==> config.mk <==
export PLATFORM = sky130hd
export DESIGN_NAME = thermostat_serial_command_port
export DESIGN_NICKNAME = d
export VERILOG_FILES = /design/src/tsp_pkg.sv /design/src/byte_link_if.sv /design/src/serial_bit_engine.sv /design/src/thermostat_serial_command_port.sv
export VERILOG_INCLUDE_DIRS = /design/src
export SDC_FILE = /design/constraint.sdc
export NUM_CORES = 1
export LEC_CHECK = 0
export BUFFER_PORTS_ARGS = -buffer_cell sky130_fd_sc_hd__buf_2
export CAP_MARGIN = 20
export CORE_MARGIN = 3
export CORE_UTILIZATION = 39
export CTS_CLUSTER_SIZE = 30
export DETAILED_ROUTE_END_ITERATION = 10
export HOLD_SLACK_MARGIN = 0.05
export SYNTH_ARGS = -nofsm -noshare
export SYNTH_HDL_FRONTEND = slang
export SYNTH_SLANG_ARGS = --single-unit
==> constraint.sdc <==
create_clock -name mclk_i -period 1.9 [get_ports mclk_i]
set_input_delay 0.095 -clock mclk_i [delete_from_list [all_inputs] [get_ports mclk_i]]
set_output_delay 0.095 -clock mclk_i [all_outputs]
set_load 0.005 [all_outputs]
==> src/tsp_consts.svh <==
// constants for the thermostat serial command port
// assumes inclusion by the design module and the testbench
// Functional notes
// - device acknowledges address, command and every data byte while addressed.
// - code ach selects configuration; one data byte follows the command in writes.
// - writing configuration clears the thermostat flag bits.
// - code a1h selects high threshold; following data bytes are stored there.
// - thresholds move as two bytes, msb first; msb holds whole degrees.
// - code a2h selects low threshold, same order and format as high.
// - code 51h starts conversion, no data, acknowledged, per configured mode.
// - reads send command, repeated start, address with read bit, device returns data.
// - code aah returns last conversion result msb first, one or two bytes.
// - code 22h stops continuous conversion; device idles until next start.
`ifndef TSP_CONSTS_SVH
`define TSP_CONSTS_SVH
`define TSP_ADDR_HI      4'h9
`define TSP_CMD_CONFIG   8'hac
`define TSP_CMD_HIGH     8'ha1
`define TSP_CMD_LOW      8'ha2
`define TSP_CMD_START    8'h51
`define TSP_CMD_STOP     8'h22
`define TSP_CMD_TEMP     8'haa
`define TSP_CFG_RESET    8'h8c
`define TSP_CFG_FLAGS    8'h60
`define TSP_THR_RESET    16'h0000
`endif

==> src/tsp_pkg.sv <==
// types for the thermostat serial command port
// assumes tsp_consts.svh alongside
package tsp_pkg;
  typedef enum logic [2:0] {
    ST_IDLE,
    ST_ADDR,
    ST_CMD,
    ST_WDATA,
    ST_RDATA,
    ST_IGNORE
  } cmd_state_t;
endpackage

==> src/byte_link_if.sv <==
// byte-level link between bit engine and command interpreter
// assumes one clock domain
`timescale 1ns/100ps
`default_nettype none
interface byte_link_if;
  logic       start_seen;
  logic       stop_seen;
  logic       byte_done;
  logic [7:0] rx_byte;
  logic       ack_en;
  logic       ack_take;
  logic [7:0] tx_byte;
  logic       tx_mode;
  logic       tx_nack;
  modport engine (output start_seen, stop_seen, byte_done, rx_byte, tx_nack,
                  input ack_en, ack_take, tx_byte, tx_mode);
  modport interp (input start_seen, stop_seen, byte_done, rx_byte, tx_nack,
                  output ack_en, ack_take, tx_byte, tx_mode);
endinterface
`default_nettype wire

==> src/serial_bit_engine.sv <==
// bit engine: start/stop detect, shift, acknowledge drive
// assumes scl/sda sampled synchronous to mclk_i
`timescale 1ns/100ps
`default_nettype none
module serial_bit_engine (
  input  wire logic    mclk_i,
  input  wire logic    rstn_i,
  input  wire logic    scl_i,
  input  wire logic    sda_i,
  output logic         sda_oe_o,
  byte_link_if.engine  lk
);
  typedef struct packed {
    logic       scl_d;
    logic       sda_d;
    logic [3:0] bitcnt;
    logic [7:0] sh;
    logic       ackph;
    logic       oe;
    logic       act;
    logic       s;
    logic       p;
    logic       done;
    logic       nack;
  } eng_t;
  eng_t eng_reg, eng_next;

  always_comb begin
    eng_next = eng_reg;
    eng_next.scl_d = scl_i;
    eng_next.sda_d = sda_i;
    eng_next.s = 1'b0;
    eng_next.p = 1'b0;
    eng_next.done = 1'b0;
    // ----------------------------------------
    // start and stop conditions
    // ----------------------------------------
    if (scl_i && eng_reg.scl_d && eng_reg.sda_d && !sda_i) begin
      eng_next.s = 1'b1;
      eng_next.act = 1'b1;
      eng_next.bitcnt = 4'h0;
      eng_next.ackph = 1'b0;
      eng_next.oe = 1'b0;
    end else if (scl_i && eng_reg.scl_d && !eng_reg.sda_d && sda_i) begin
      eng_next.p = 1'b1;
      eng_next.act = 1'b0;
      eng_next.oe = 1'b0;
    end else if (eng_reg.act && scl_i && !eng_reg.scl_d) begin
      if (eng_reg.ackph) begin
        eng_next.nack = sda_i;
      end else begin
        eng_next.sh = {eng_reg.sh[6:0], sda_i};
        eng_next.bitcnt = eng_reg.bitcnt + 4'h1;
        if (eng_reg.bitcnt == 4'h7) begin
          eng_next.done = 1'b1;
        end
      end
    end else if (eng_reg.act && !scl_i && eng_reg.scl_d) begin
      if (!eng_reg.ackph && eng_reg.bitcnt == 4'h8) begin
        eng_next.ackph = 1'b1;
        eng_next.bitcnt = 4'h0;
        eng_next.oe = lk.ack_en;
      end else begin
        if (eng_reg.ackph) begin
          eng_next.ackph = 1'b0;
          if (lk.ack_take) begin
            eng_next.sh = lk.tx_byte;
          end
        end
        // shifter moves up each bit, so the next bit is always the top one
        eng_next.oe = lk.tx_mode && !eng_next.ackph && !eng_next.nack
                      && !eng_next.sh[7];
      end
    end
  end

  always_ff @(posedge mclk_i or negedge rstn_i) begin
    if (!rstn_i) begin
      eng_reg <= '{scl_d: 1'b1, sda_d: 1'b1, default: '0};
    end else begin
      eng_reg <= eng_next;
    end
  end

  assign sda_oe_o = eng_reg.oe;
  assign lk.start_seen = eng_reg.s;
  assign lk.stop_seen = eng_reg.p;
  assign lk.byte_done = eng_reg.done;
  assign lk.rx_byte = eng_reg.sh;
  assign lk.tx_nack = eng_reg.nack;
endmodule
`default_nettype wire

==> src/thermostat_serial_command_port.sv <==
// command interpreter behind the two-wire slave port
// assumes scl/sda synchronous to mclk_i; temperature comes from the converter
`timescale 1ns/100ps
`default_nettype none
`include "tsp_consts.svh"
module thermostat_serial_command_port (
  input  wire logic        mclk_i,
  input  wire logic        rstn_i,
  input  wire logic        scl_i,
  input  wire logic        sda_i,
  input  wire logic [2:0]  addr_sel_i,
  input  wire logic [15:0] temperature_i,
  output logic             sda_o,
  output logic             sda_oe_o,
  output logic [7:0]       config_o,
  output logic [15:0]      high_alarm_threshold_o,
  output logic [15:0]      low_alarm_threshold_o,
  output logic             conv_start_o,
  output logic             conv_stop_o,
  output logic             flags_clear_o
);

  // ----------------------------------------
  // interpreter state
  // ----------------------------------------
  typedef struct packed {
    tsp_pkg::cmd_state_t st;
    logic [7:0]          cmd;
    logic                first;
    logic                rdmode;
    logic [7:0]          cfg;
    logic [15:0]         th;
    logic [15:0]         tl;
    logic                start_p;
    logic                stop_p;
    logic                fclr_p;
    logic [15:0]         tsnap;
    logic                rdack;
    logic                oe;
  } core_t;
  core_t       core_reg, core_next;
  byte_link_if lk ();
  logic        eng_oe;

  // ----------------------------------------
  // bit engine
  // ----------------------------------------
  serial_bit_engine u_eng (
    .mclk_i   (mclk_i),
    .rstn_i   (rstn_i),
    .scl_i    (scl_i),
    .sda_i    (sda_i),
    .sda_oe_o (eng_oe),
    .lk       (lk)
  );

  // ----------------------------------------
  // address and command decoding
  // ----------------------------------------
  function automatic logic addr_match(input logic [7:0] a, input logic [2:0] sel);
    addr_match = (a[7:1] == {`TSP_ADDR_HI, sel});
  endfunction

  function automatic logic known_cmd(input logic [7:0] c);
    known_cmd = (c == `TSP_CMD_CONFIG)
                || (c == `TSP_CMD_HIGH)
                || (c == `TSP_CMD_LOW)
                || (c == `TSP_CMD_TEMP);
  endfunction

  // ----------------------------------------
  // read data selection
  // ----------------------------------------
  function automatic logic [7:0] read_byte(input logic [7:0]  cmd,
                                           input logic        first,
                                           input logic [7:0]  cfg,
                                           input logic [15:0] th,
                                           input logic [15:0] tl,
                                           input logic [15:0] t);
    logic [15:0] w;
    w = 16'h0000;
    if (cmd == `TSP_CMD_CONFIG) begin
      w = {cfg, cfg};
    end else if (cmd == `TSP_CMD_HIGH) begin
      w = th;
    end else if (cmd == `TSP_CMD_LOW) begin
      w = tl;
    end else if (cmd == `TSP_CMD_TEMP) begin
      w = t;
    end
    read_byte = first ? w[15:8] : w[7:0];
  endfunction

  // ----------------------------------------
  // acknowledge and transmit control
  // ----------------------------------------
  always_comb begin
    lk.ack_en = 1'b0;
    lk.ack_take = 1'b0;
    lk.tx_mode = (core_reg.st == tsp_pkg::ST_RDATA);
    lk.tx_byte = read_byte(core_reg.cmd,
                           core_reg.first,
                           core_reg.cfg,
                           core_reg.th,
                           core_reg.tl,
                           core_reg.tsnap);
    case (core_reg.st)
      tsp_pkg::ST_ADDR: begin
        lk.ack_en = addr_match(lk.rx_byte, addr_sel_i);
      end
      tsp_pkg::ST_CMD, tsp_pkg::ST_WDATA, tsp_pkg::ST_IGNORE: begin
        lk.ack_en = 1'b1;
      end
      tsp_pkg::ST_RDATA: begin
        lk.ack_en = core_reg.rdack;
        lk.ack_take = 1'b1;
      end
      default: begin
        lk.ack_en = 1'b0;
      end
    endcase
  end

  // ----------------------------------------
  // command sequencing
  // ----------------------------------------
  always_comb begin
    core_next = core_reg;
    core_next.start_p = 1'b0;
    core_next.stop_p = 1'b0;
    core_next.fclr_p = 1'b0;
    core_next.oe = eng_oe;
    if (lk.start_seen) begin
      core_next.st = tsp_pkg::ST_ADDR;
    end else if (lk.stop_seen) begin
      core_next.st = tsp_pkg::ST_IDLE;
    end else if (lk.byte_done) begin
      case (core_reg.st)
        tsp_pkg::ST_ADDR: begin
          if (!addr_match(lk.rx_byte, addr_sel_i)) begin
            core_next.st = tsp_pkg::ST_IDLE;
          end else if (lk.rx_byte[0]) begin
            core_next.st = tsp_pkg::ST_RDATA;
            core_next.first = 1'b1;
            core_next.rdack = 1'b1;
            // snapshot so both bytes come from one result
            core_next.tsnap = temperature_i;
          end else begin
            core_next.st = tsp_pkg::ST_CMD;
          end
        end
        tsp_pkg::ST_CMD: begin
          core_next.cmd = lk.rx_byte;
          core_next.first = 1'b1;
          core_next.st = tsp_pkg::ST_WDATA;
          if (lk.rx_byte == `TSP_CMD_START) begin
            core_next.start_p = 1'b1;
            core_next.st = tsp_pkg::ST_IGNORE;
          end else if (lk.rx_byte == `TSP_CMD_STOP) begin
            core_next.stop_p = 1'b1;
            core_next.st = tsp_pkg::ST_IGNORE;
          end else if (!known_cmd(lk.rx_byte)) begin
            core_next.st = tsp_pkg::ST_IGNORE;
          end
        end
        tsp_pkg::ST_WDATA: begin
          core_next.first = 1'b0;
          if (core_reg.cmd == `TSP_CMD_CONFIG) begin
            if (core_reg.first) begin
              core_next.cfg = lk.rx_byte & ~`TSP_CFG_FLAGS;
              core_next.fclr_p = 1'b1;
            end
          end else if (core_reg.cmd == `TSP_CMD_HIGH) begin
            if (core_reg.first) begin
              core_next.th[15:8] = lk.rx_byte;
            end else begin
              core_next.th[7:0] = lk.rx_byte;
            end
          end else if (core_reg.cmd == `TSP_CMD_LOW) begin
            if (core_reg.first) begin
              core_next.tl[15:8] = lk.rx_byte;
            end else begin
              core_next.tl[7:0] = lk.rx_byte;
            end
          end
        end
        tsp_pkg::ST_RDATA: begin
          core_next.first = 1'b0;
          core_next.rdack = 1'b0;
        end
        default: begin
          core_next.st = core_reg.st;
        end
      endcase
    end
  end

  // ----------------------------------------
  // state register
  // ----------------------------------------
  always_ff @(posedge mclk_i or negedge rstn_i) begin
    if (!rstn_i) begin
      core_reg <= '{st: tsp_pkg::ST_IDLE, cfg: `TSP_CFG_RESET, th: `TSP_THR_RESET,
                    tl: `TSP_THR_RESET, default: '0};
    end else begin
      core_reg <= core_next;
    end
  end

  // ----------------------------------------
  // outputs
  // ----------------------------------------
  assign sda_o = 1'b0;
  assign sda_oe_o = core_reg.oe;
  assign config_o = core_reg.cfg;
  assign high_alarm_threshold_o = core_reg.th;
  assign low_alarm_threshold_o = core_reg.tl;
  assign conv_start_o = core_reg.start_p;
  assign conv_stop_o = core_reg.stop_p;
  assign flags_clear_o = core_reg.fclr_p;
endmodule
`default_nettype wire

# [Word-level counts from Yosys, hierarchy flattened]
# Cells that the tools add are included.
[op_classes] n_eq_ne=26 mux=61 bitwise_logic=7 add_sub_neg=1 n_reduce_logical=54
[ops] op="$mux W16" n=5
[ops] op="$eq A8 B8 Y1 const B" n=8
[ops] op="$mux W20" n=3
[ops] op="$mux W9" n=6
[ops] op="$mux W12" n=3
[ops] op="$mux W17" n=2
[ops] op="$mux W8" n=4
[ops] op="$mux W3" n=9
[ops] op="$reduce_and A6 Y1" n=4
[ops] op="$reduce_and A7 Y1" n=3
[ops] op="$mux W1" n=16
[ops] op="$reduce_and A8 Y1" n=2
[ops] op="$reduce_bool A3 Y1" n=5
[ops] op="$mux W14" n=1
[ops] op="$logic_and A1 B1 Y1" n=13
[ops] op="$mux W13" n=1
[ops] op="$reduce_and A4 Y1" n=3
[ops] op="$reduce_bool A4 Y1" n=3
[ops] op="$mux W2" n=5
[ops] op="$eq A8 B6 Y1 const B" n=1
[ops] op="$eq A8 B7 Y1 const B" n=1
[ops] op="$logic_not A1 Y1" n=8
[ops] op="$mux W4" n=2
[ops] op="$ne A2 B1 Y1 const B" n=4
[ops] op="21 further kinds" n=37
[totals] out_inout_bits=45 input_bits=23 ff_bits=92 wordCells=175

# [Longest topological paths before layout]
# Gate-level depths: netlist (run 1).
[logic_depth] word_depth=22 depth_mapped=7 ltp_nobuf=7

# [By module]
# A second synthesis (run 1) with hierarchy kept.
[unflattened] hier_cells=415 area_unflattened_um2=4993.5
[modules_own_cells] mod="thermostat_serial_command_port" cells_each=296 area_per_inst_um2=3876.2 n_inst=1 seq_area_each_um2=1780.5
[modules_own_cells] mod="serial_bit_engine" cells_each=119 area_per_inst_um2=1117.3 n_inst=1 seq_area_each_um2=528.0

# [Worst setup path before layout (run 1)]
# No wires, ideal clock.
[synth_timing] kind="register to register" start="register core_reg[67] (netlist name)" end="register u_eng.eng_reg, in the netlist u_eng.lk.rx_byte[0]" t_arrival_ns=1.847 stages_incl_launch_ff=7 period_less_slack_ns=1.976 setup_time_ns=0.129 required_ns=1.771 setup_slack_ns=-0.076 path_buffers=1 cell_sequence="dfrtp_1 nand4bb_4 or4_1 buf_4 mux2_4 a211oi_1 a21oi_1"
[synth_between] elab_chain_cells=16 word_cells_on_any_way=19 cone_classes="4 x eq/ne; 15 x mux"
[synth_lines] item="start: declaration" line="thermostat_serial_command_port.sv:41" rtl="core_t core_reg, core_next;"
[synth_lines] item="start signal: assignment" line="thermostat_serial_command_port.sv:203" rtl="core_reg <= '{st: tsp_pkg::ST_IDLE, cfg: `TSP_CFG_RESET, th: `TSP_THR_RESET,"
[synth_lines] item="start signal: assignment" line="thermostat_serial_command_port.sv:206" rtl="core_reg <= core_next;"
[synth_lines] item="$eq A8 B8 Y1 (no source line)"
[synth_lines] item="$mux W16" line="thermostat_serial_command_port.sv:88" rtl="end else if (cmd == `TSP_CMD_TEMP) begin"
[synth_lines] item="$mux W16" line="thermostat_serial_command_port.sv:86" rtl="end else if (cmd == `TSP_CMD_LOW) begin"
[synth_lines] item="$mux W16" line="thermostat_serial_command_port.sv:84" rtl="end else if (cmd == `TSP_CMD_HIGH) begin"
[synth_lines] item="$mux W16 (*)" line="thermostat_serial_command_port.sv:82" rtl="if (cmd == `TSP_CMD_CONFIG) begin"
[synth_lines] item="$mux W8 (*)" line="thermostat_serial_command_port.sv:91" rtl="read_byte = first ? w[15:8] : w[7:0];"
[synth_lines] item="$mux W8 (*)" line="serial_bit_engine.sv:66" rtl="if (lk.ack_take) begin"
[synth_lines] item="$mux W9 (*)" line="serial_bit_engine.sv:64" rtl="if (eng_reg.ackph) begin"
[synth_lines] item="$mux W9 (*)" line="serial_bit_engine.sv:59" rtl="if (!eng_reg.ackph && eng_reg.bitcnt == 4'h8) begin"
[synth_lines] item="$mux W9 (*)" line="serial_bit_engine.sv:58" rtl="end else if (eng_reg.act && !scl_i && eng_reg.scl_d) begin"
[synth_lines] item="$mux W9 (*)" line="serial_bit_engine.sv:48" rtl="end else if (eng_reg.act && scl_i && !eng_reg.scl_d) begin"
[synth_lines] item="$mux W9 (*)" line="serial_bit_engine.sv:44" rtl="end else if (scl_i && eng_reg.scl_d && !eng_reg.sda_d && sda_i) begin"
[synth_lines] item="$mux W9 (*)" line="serial_bit_engine.sv:38" rtl="if (scl_i && eng_reg.scl_d && eng_reg.sda_d && !sda_i) begin"
[synth_lines] item="$mux W8 (*)" line="serial_bit_engine.sv:59"
[synth_lines] item="$mux W14 (*)" line="serial_bit_engine.sv:58"
[synth_lines] item="$mux W12 (*)" line="serial_bit_engine.sv:48"
[synth_lines] item="end signal: assignment" line="serial_bit_engine.sv:81" rtl="eng_reg <= eng_next;"
[synth_lines] item="end: declaration" line="serial_bit_engine.sv:26" rtl="eng_t eng_reg, eng_next;"
# Every way passes the cells marked *; elsewhere a longest branch is shown, timed or not. The select of a mux whose other input is x is not followed.
# A chain may end at the register's enable or synchronous reset.

# [Worst setup path in the final report (run 1)]
[layout_timing] start="register core_reg[69] (netlist name)" end="register u_eng.eng_reg, in the netlist u_eng.lk.rx_byte[2]"
# The elaborated chain is that of the path after synthesis.

==> results.json, run 1 <==
{
  "status": "finished with violations",
  "violations": "setup timing",
  "syn_inst": 427,
  "vias": 3489,
  "yosysSeqAreaShare_pct": 47.5,
  "crit_required_ns": 2.13,
  "final_common_cell": "dfrtp_1",
  "p_int_uw": 3300,
  "path_delay_family": "simple AND/OR/NAND/NOR gates",
  "path_buf_inv": 0,
  "insertion_delay_ns": 0.35,
  "critPathMaxStageDelay_ns": 0.54,
  "ys_types": 56,
  "grt_pass1_wl_mm": 19.5,
  "clkPwrFrac_pct": 36.4,
  "hold_path.class": "primary input to async pin",
  "maxCapViolations": 0,
  "setup.worst_path.start_class": "register",
  "p_seq_share_pct": 46.2,
  "dp_hpwl_mm": 8.50,
  "cp_data_arrival_time_ns": 2.15,
  "rows": 40,
  "syn_to_final_growth_pct": 25.5,
  "final_cell_mix": "dfrtp_1, mux2_2, buf_2",
  "numCtsBuffers": 9,
  "final_util_pct": 50.4,
  "cts_num_sinks": 92,
  "ir_drop_uv": 566,
  "start_util_pct": 40.2,
  "routedLengthMet1_mm": 5.25,
  "finalCritPeriodShare_pct": 101,
  "cts_tree": "built",
  "first_pass_iters": 6,
  "p_total_uw": 4640,
  "post-place-cells": 648,
  "place.gp.congestion": 0.844,
  "tightest_slew_ns": 0.591,
  "worst-setup-path-type": "register to register",
  "rsz0062_at_grt": "true",
  "synthTopCellsByArea": "dfrtp_1, mux2_2, buf_4",
  "yosys_warnings": 0,
  "drtIter0Drc": 135,
  "power.net_switching_uw": 1340,
  "port_buffers": 64,
  "fin_nets": 538,
  "tns_ns": -0.0217,
  "grt.total_usage_pct": 17.9,
  "timing.hold.ws_ns": 0.297,
  "final-setup-viol-count": 1,
  "die_area_sq_mm": 0.0138,
  "topRoutingLayerUsed": "met4",
  "overflow": 0,
  "powerDensity_mw_per_mm2": 760,
  "synth_top_area_share_pct": 44.8,
  "synth.largest_area_cell": "dfrtp_1",
  "routed_via_density": 5.09,
  "synth_edf_count": 0,
  "path_clk_slew_ns": 0.07,
  "largest_reg_flops": 29,
  "io_pins": 68,
  "wl_met2_mm": 5.90,
  "die_y_um": 118,
  "synthFlopType": "dfrtp_1",
  "swShare_pct": 28.9,
  "min_period_ns": 1.92,
  "combinationalPowerShare_pct": 17.5,
  "antennaDiodeCount": 0,
  "cp_cell_sequence": "nand4bb_4 > or4_4 > mux2_4 > a211oi_2 > a21oi_2",
  "post_drt_wl_per_cell_um": 17.2,
  "drc": 0,
  "hold_viol": 0,
  "crit_fanout": 8,
  "drt_wl_total_mm": 11.8,
  "ys_ff_latch": 92,
  "async_flop_share_pct": 100,
  "drive_gt1_share_pct": 48.9,
  "maxSlewHeadroom_pct": 60.6,
  "final_cells": 685,
  "cp-end-kind": "register",
  "fmax_mhz": 520,
  "grt_max_degree": 46,
  "slew_violations": 0,
  "fp.coreArea_sq_mm": 0.0121,
  "antenna_left": 0,
  "die_w_um": 118,
  "nFillCells": 1111,
  "cts-root-buf": "clkbuf_16",
  "skew_ns": 0.00716,
  "slowest_stage": "or4_4",
  "setup_slack_ns": -0.0217,
  "grt_pass1_vias": 3694,
  "leakagePower_uw": 0.00300,
  "syn_avg_cell_area_sq_um": 11.4,
  "netlist_area_sq_mm": 0.00486,
  "met3_wirelength_um": 448,
  "antenna_found_initial": 0,
  "htreeDepth": 3,
  "cts_buffer_depth": 2
}
-- metrics by stage --
stage,instance area (sq um),setup slack (ns)
detailed placement,5470,-0.105
global route,6110,-0.0738
global placement,5470,-0.0788
floorplan,4910,-0.0529
CTS,5970,-0.0367
finish,6110,-0.0217
-- worst reg2reg max path: stages, from the launching register on --
cell       delay (ns)
dfrtp_1          0.38
nand4bb_4        0.23
or4_4            0.54
mux2_4           0.35
a211oi_2         0.22
a21oi_2          0.08
-- cells by family after synthesis --
| kind of cell | after synthesis | share of synthesized area, % |
|---|---|---|
| flip-flops | 92 | 47.5 |
| AO/OA/AOI/OAI | 62 | 8.03 |
| other | 1 | 0.0771 |
| AND/OR/NAND/NOR | 109 | 14.0 |
| buffers and inverters | 70 | 8.93 |
| multiplexers | 88 | 20.4 |
| XOR/XNOR | 3 | 0.540 |
| adder cells (fa/ha/maj) | 2 | 0.514 |
-- per-layer routing --
metal / vias up / global-route usage [%]
met5: - / 0
met4: 0 / 6.67
met3: 15 / 3.75
met2: 83 / 30.0
met1: 1732 / 22.7
li1: 1659 / -
-- synthesized netlist by cell type, types with 2 or more instances --
| cell | instances |
|---|---|
| and2_1 | 4 |
| nand2_2 | 2 |
| buf_4 | 42 |
| nor4bb_1 | 4 |
| nand2_1 | 31 |
| a211oi_1 | 7 |
| xor2_1 | 3 |
| a21oi_1 | 13 |
| dfstp_2 | 5 |
| a31oi_1 | 3 |
| mux2i_1 | 10 |
| nand3_1 | 5 |
| nor2_1 | 19 |
| ha_1 | 2 |
| inv_1 | 6 |
| nor4b_1 | 2 |
| o2111ai_1 | 3 |
| nand2b_1 | 5 |
| a22oi_1 | 5 |
| o31ai_1 | 5 |
| o21ai_0 | 18 |
| and3_1 | 2 |
| or4_1 | 3 |
| nor4_1 | 2 |
| nand4_2 | 2 |
| o22ai_1 | 2 |
| mux2_2 | 72 |
| dfrtp_1 | 87 |
| mux2_4 | 4 |
| buf_2 | 5 |
| nand4bb_1 | 2 |
| or3b_2 | 2 |
| mux2_1 | 2 |
| nand3b_1 | 5 |
| clkbuf_1 | 16 |
| nor3_1 | 7 |
-- power groups by stage --
stage               registers (uW)  logic (uW)  clock network [uW]
floorplan                     2150         416                   0
CTS                           2140         792                1720
global route                  2160         889                1810
global placement              2170         745                   0
detailed placement            2170         760                   0
finish                        2140         811                1690
-- cell type report --
class / instances / area [sq um] / area share (%)
Tap cell: 168 / 210 / 3.44
Sequential cell: 92 / 2310 / 37.9
Timing Repair Buffer: 137 / 995 / 16.3
Clock buffer: 10 / 239 / 3.91
Clock inverter: 5 / 35.0 / 0.574
Inverter: 6 / 22.5 / 0.369
Multi-Input combinational cell: 267 / 2290 / 37.5
-- worst paths after layout --
kind,from,end,slack [ns],cells past startpoint
max,core_reg[69]$_DFFE_PN0P_,u_eng.lk.rx_byte[2]$_DFFE_PN0P_,-0.02,5
min,rstn_i,u_eng.lk.start_seen$_DFF_PN0_,0.30,2
max reg2reg,core_reg[69]$_DFFE_PN0P_,u_eng.lk.rx_byte[2]$_DFFE_PN0P_,-0.02,5
min reg2reg,u_eng.sda_oe_o$_DFFE_PN0P_,sda_oe_o$_DFF_PN0_,0.38,0
max in group asynchronous,rstn_i,config_o[3]$_DFFE_PN1P_,0.91,3
min in group mclk_i,u_eng.sda_oe_o$_DFFE_PN0P_,sda_oe_o$_DFF_PN0_,0.38,0
-- timing repair --
item	CTS	global route
setup endpoints to repair	40	69
hold buffers	19	0
endpoints found under the hold margin	59	0
pin swaps	3	7
buffers inserted	2	2
resized for setup	5	33
(Power assumes the default switching activity.)
==> inputs of run 2 (changes only) <==
Settings changed: REMOVE_ABC_BUFFERS from default to 1.
==> results.json, run 2 (same netlist as run 1, synthesis figures left out) <==
{
  "finalCritPeriodShare_pct": 104,
  "cp_data_arrival_time_ns": 2.21,
  "ir_drop_uv": 422,
  "crit_end": "u_eng.lk.rx_byte[4]$_DFFE_PN0P_",
  "critPathMaxStageDelay_ns": 0.59,
  "fin_nets": 540,
  "final_cell_mix": "dfrtp_1, mux2_2, buf_2",
  "cts_buffer_depth": 2,
  "reg2reg_setup_slack_ns": -0.08,
  "grt_pass1_vias": 3765,
  "clkPwrFrac_pct": 35.3,
  "grt_max_degree": 58,
  "cp_cell_sequence": "nand4bb_4 > or4_4 > mux2_1 > a211oi_2 > a21oi_1",
  "swShare_pct": 28.5,
  "place_ws_ns": -0.180,
  "ff2ff_path_depth": 5,
  "rows": 40,
  "insertion_delay_ns": 0.35,
  "largest_reg_flops": 29,
  "die_w_um": 118,
  "violations": "setup timing",
  "rsz0062_at_grt": "true",
  "overflow": 0,
  "worst-setup-path-type": "register to register",
  "maxSlewHeadroom_pct": 66.5,
  "grt.total_usage_pct": 17.8,
  "htreeDepth": 3,
  "slew_violations": 0,
  "skew_ns": 0.00725,
  "fmax_mhz": 504,
  "r2r-end": "u_eng.lk.rx_byte[4]$_DFFE_PN0P_",
  "place.gp.congestion": 0.812,
  "final-setup-viol-count": 5,
  "p_seq_share_pct": 47.4,
  "slowest_stage": "or4_4",
  "timing.rr.start": "core_reg[67]$_DFFE_PN0P_",
  "maxCapViolations": 0,
  "drt_wl_total_mm": 11.8,
  "hold_viol": 0,
  "cts-root-buf": "clkbuf_16",
  "port_buffers": 64,
  "die_area_sq_mm": 0.0138,
  "cts_tree": "built",
  "min_period_ns": 1.98,
  "cp-end-kind": "register",
  "start_util_pct": 40.2,
  "antennaDiodeCount": 0,
  "leakagePower_uw": 0.00298,
  "die_y_um": 118,
  "grt_pass1_wl_mm": 19.6,
  "antenna_left": 0,
  "final_cells": 688,
  "setup_slack_ns": -0.0844,
  "routed_via_density": 5.10,
  "cts_num_sinks": 92,
  "crit_required_ns": 2.13,
  "post_drt_wl_per_cell_um": 17.1,
  "vias": 3510,
  "final_common_cell": "dfrtp_1",
  "setup.worst_path.start_class": "register",
  "post-place-cells": 647,
  "crit_start": "core_reg[67]$_DFFE_PN0P_",
  "antenna_found_initial": 0,
  "p_int_uw": 3260,
  "drtIter0Drc": 130,
  "combinationalPowerShare_pct": 17.2,
  "nFillCells": 1126,
  "path_clk_slew_ns": 0.06,
  "powerDensity_mw_per_mm2": 755,
  "fp.coreArea_sq_mm": 0.0121,
  "crit_fanout": 8,
  "power.net_switching_uw": 1300,
  "status": "finished with violations",
  "tightest_slew_ns": 0.495,
  "numCtsBuffers": 9,
  "hold_path.class": "primary input to async pin",
  "io_pins": 68,
  "drive_gt1_share_pct": 47.7,
  "dp_hpwl_mm": 8.31,
  "drc": 0,
  "syn_to_final_growth_pct": 24.3,
  "first_pass_iters": 4
}
-- run 2: changes by cell type in the layout (fill, tap and decap cells not counted), moves of 2 or more --
| cell | change |
|---|---|
| buf_4 | +6 |
| buf_6 | -2 |
| clkbuf_1 | +2 |
| clkinv_2 | +2 |
| inv_6 | -2 |
| mux2_2 | +2 |
| mux2_4 | -3 |
| nor3_1 | +3 |
| nor3_2 | -3 |
| nor4bb_1 | +2 |
| nor4bb_2 | -2 |
-- run 2: area by class of cell --
class | count | area [sq um] | area share (%)
clock buffer | 11 | 233 | 3.85
clock inverter | 5 | 28.8 | 0.476
inverter | 6 | 22.5 | 0.372
multi-input combinational | 267 | 2260 | 37.3
sequential | 92 | 2310 | 38.3
tap | 168 | 210 | 3.48
timing repair buffer | 139 | 982 | 16.2
-- run 2: timing repair --
item	CTS	global route
setup endpoints to repair	35	63
hold endpoints to repair	53	0
setup buffers	1	6
pin swaps	3	5
cloned	0	0
resized for setup	12	25
hold buffers	19	0
-- run 2: power groups by stage --
stage | Sequential, uW | Clock (uW) | Combinational [uW]
global route | 2180 | 1740 | 872
finish | 2160 | 1610 | 787
detailed placement | 2190 | 0 | 738
CTS | 2160 | 1660 | 774
floorplan | 2260 | 0 | 243
global placement | 2190 | 0 | 725
-- run 2: worst min path at each step --
stage	depth (start not counted)	endpoint	start	slack, ns
after floorplan	0	config_o[0]$_DFFE_PN0P_	rstn_i	-0.20
after global placement	1	core_reg[17]$_DFFE_PN0P_	rstn_i	0.09
after detailed placement	1	core_reg[17]$_DFFE_PN0P_	rstn_i	0.08
after CTS	2	core_reg[16]$_DFFE_PN0P_	rstn_i	0.29
after global routing	2	low_alarm_threshold_o[15]$_DFFE_PN0P_	rstn_i	0.30
final	2	core_reg[16]$_DFFE_PN0P_	rstn_i	0.28
-- run 2: worst max-delay path, delay by kind of cell, from the launching register on --
family / cells / cell delay, ns
simple gates: 2 / 0.82
flops: 1 / 0.38
mux: 1 / 0.36
compound gates: 2 / 0.28
-- run 2: stage by stage --
stage	setup TNS, ns	area [sq um]	hold WS, ns	util (%)	total power, uW
6_report	-0.330	6050	0.284	49.9	4560
5_1_grt	-1.01	6050	0.303	49.9	4790
4_1_cts	-0.472	5920	0.289	48.9	4590
3_5_place_dp	-3.36	5410	0.0839	44.6	2930
3_3_place_gp	-2.59	5410	0.0863	44.6	2910
2_1_floorplan	-0.895	4460	-0.201	-	2510
-- run 2: routing by layer --
| metal | global-route usage [%] | wire length (um) | share of wire, % |
|---|---|---|---|
| met5 | 0 | 0 | 0 |
| met2 | 29.8 | 5920 | 50 |
| met1 | 22.1 | 5220 | 44 |
| met3 | 3.70 | 331 | 2.8 |
| met4 | 8.21 | 284 | 2.4 |
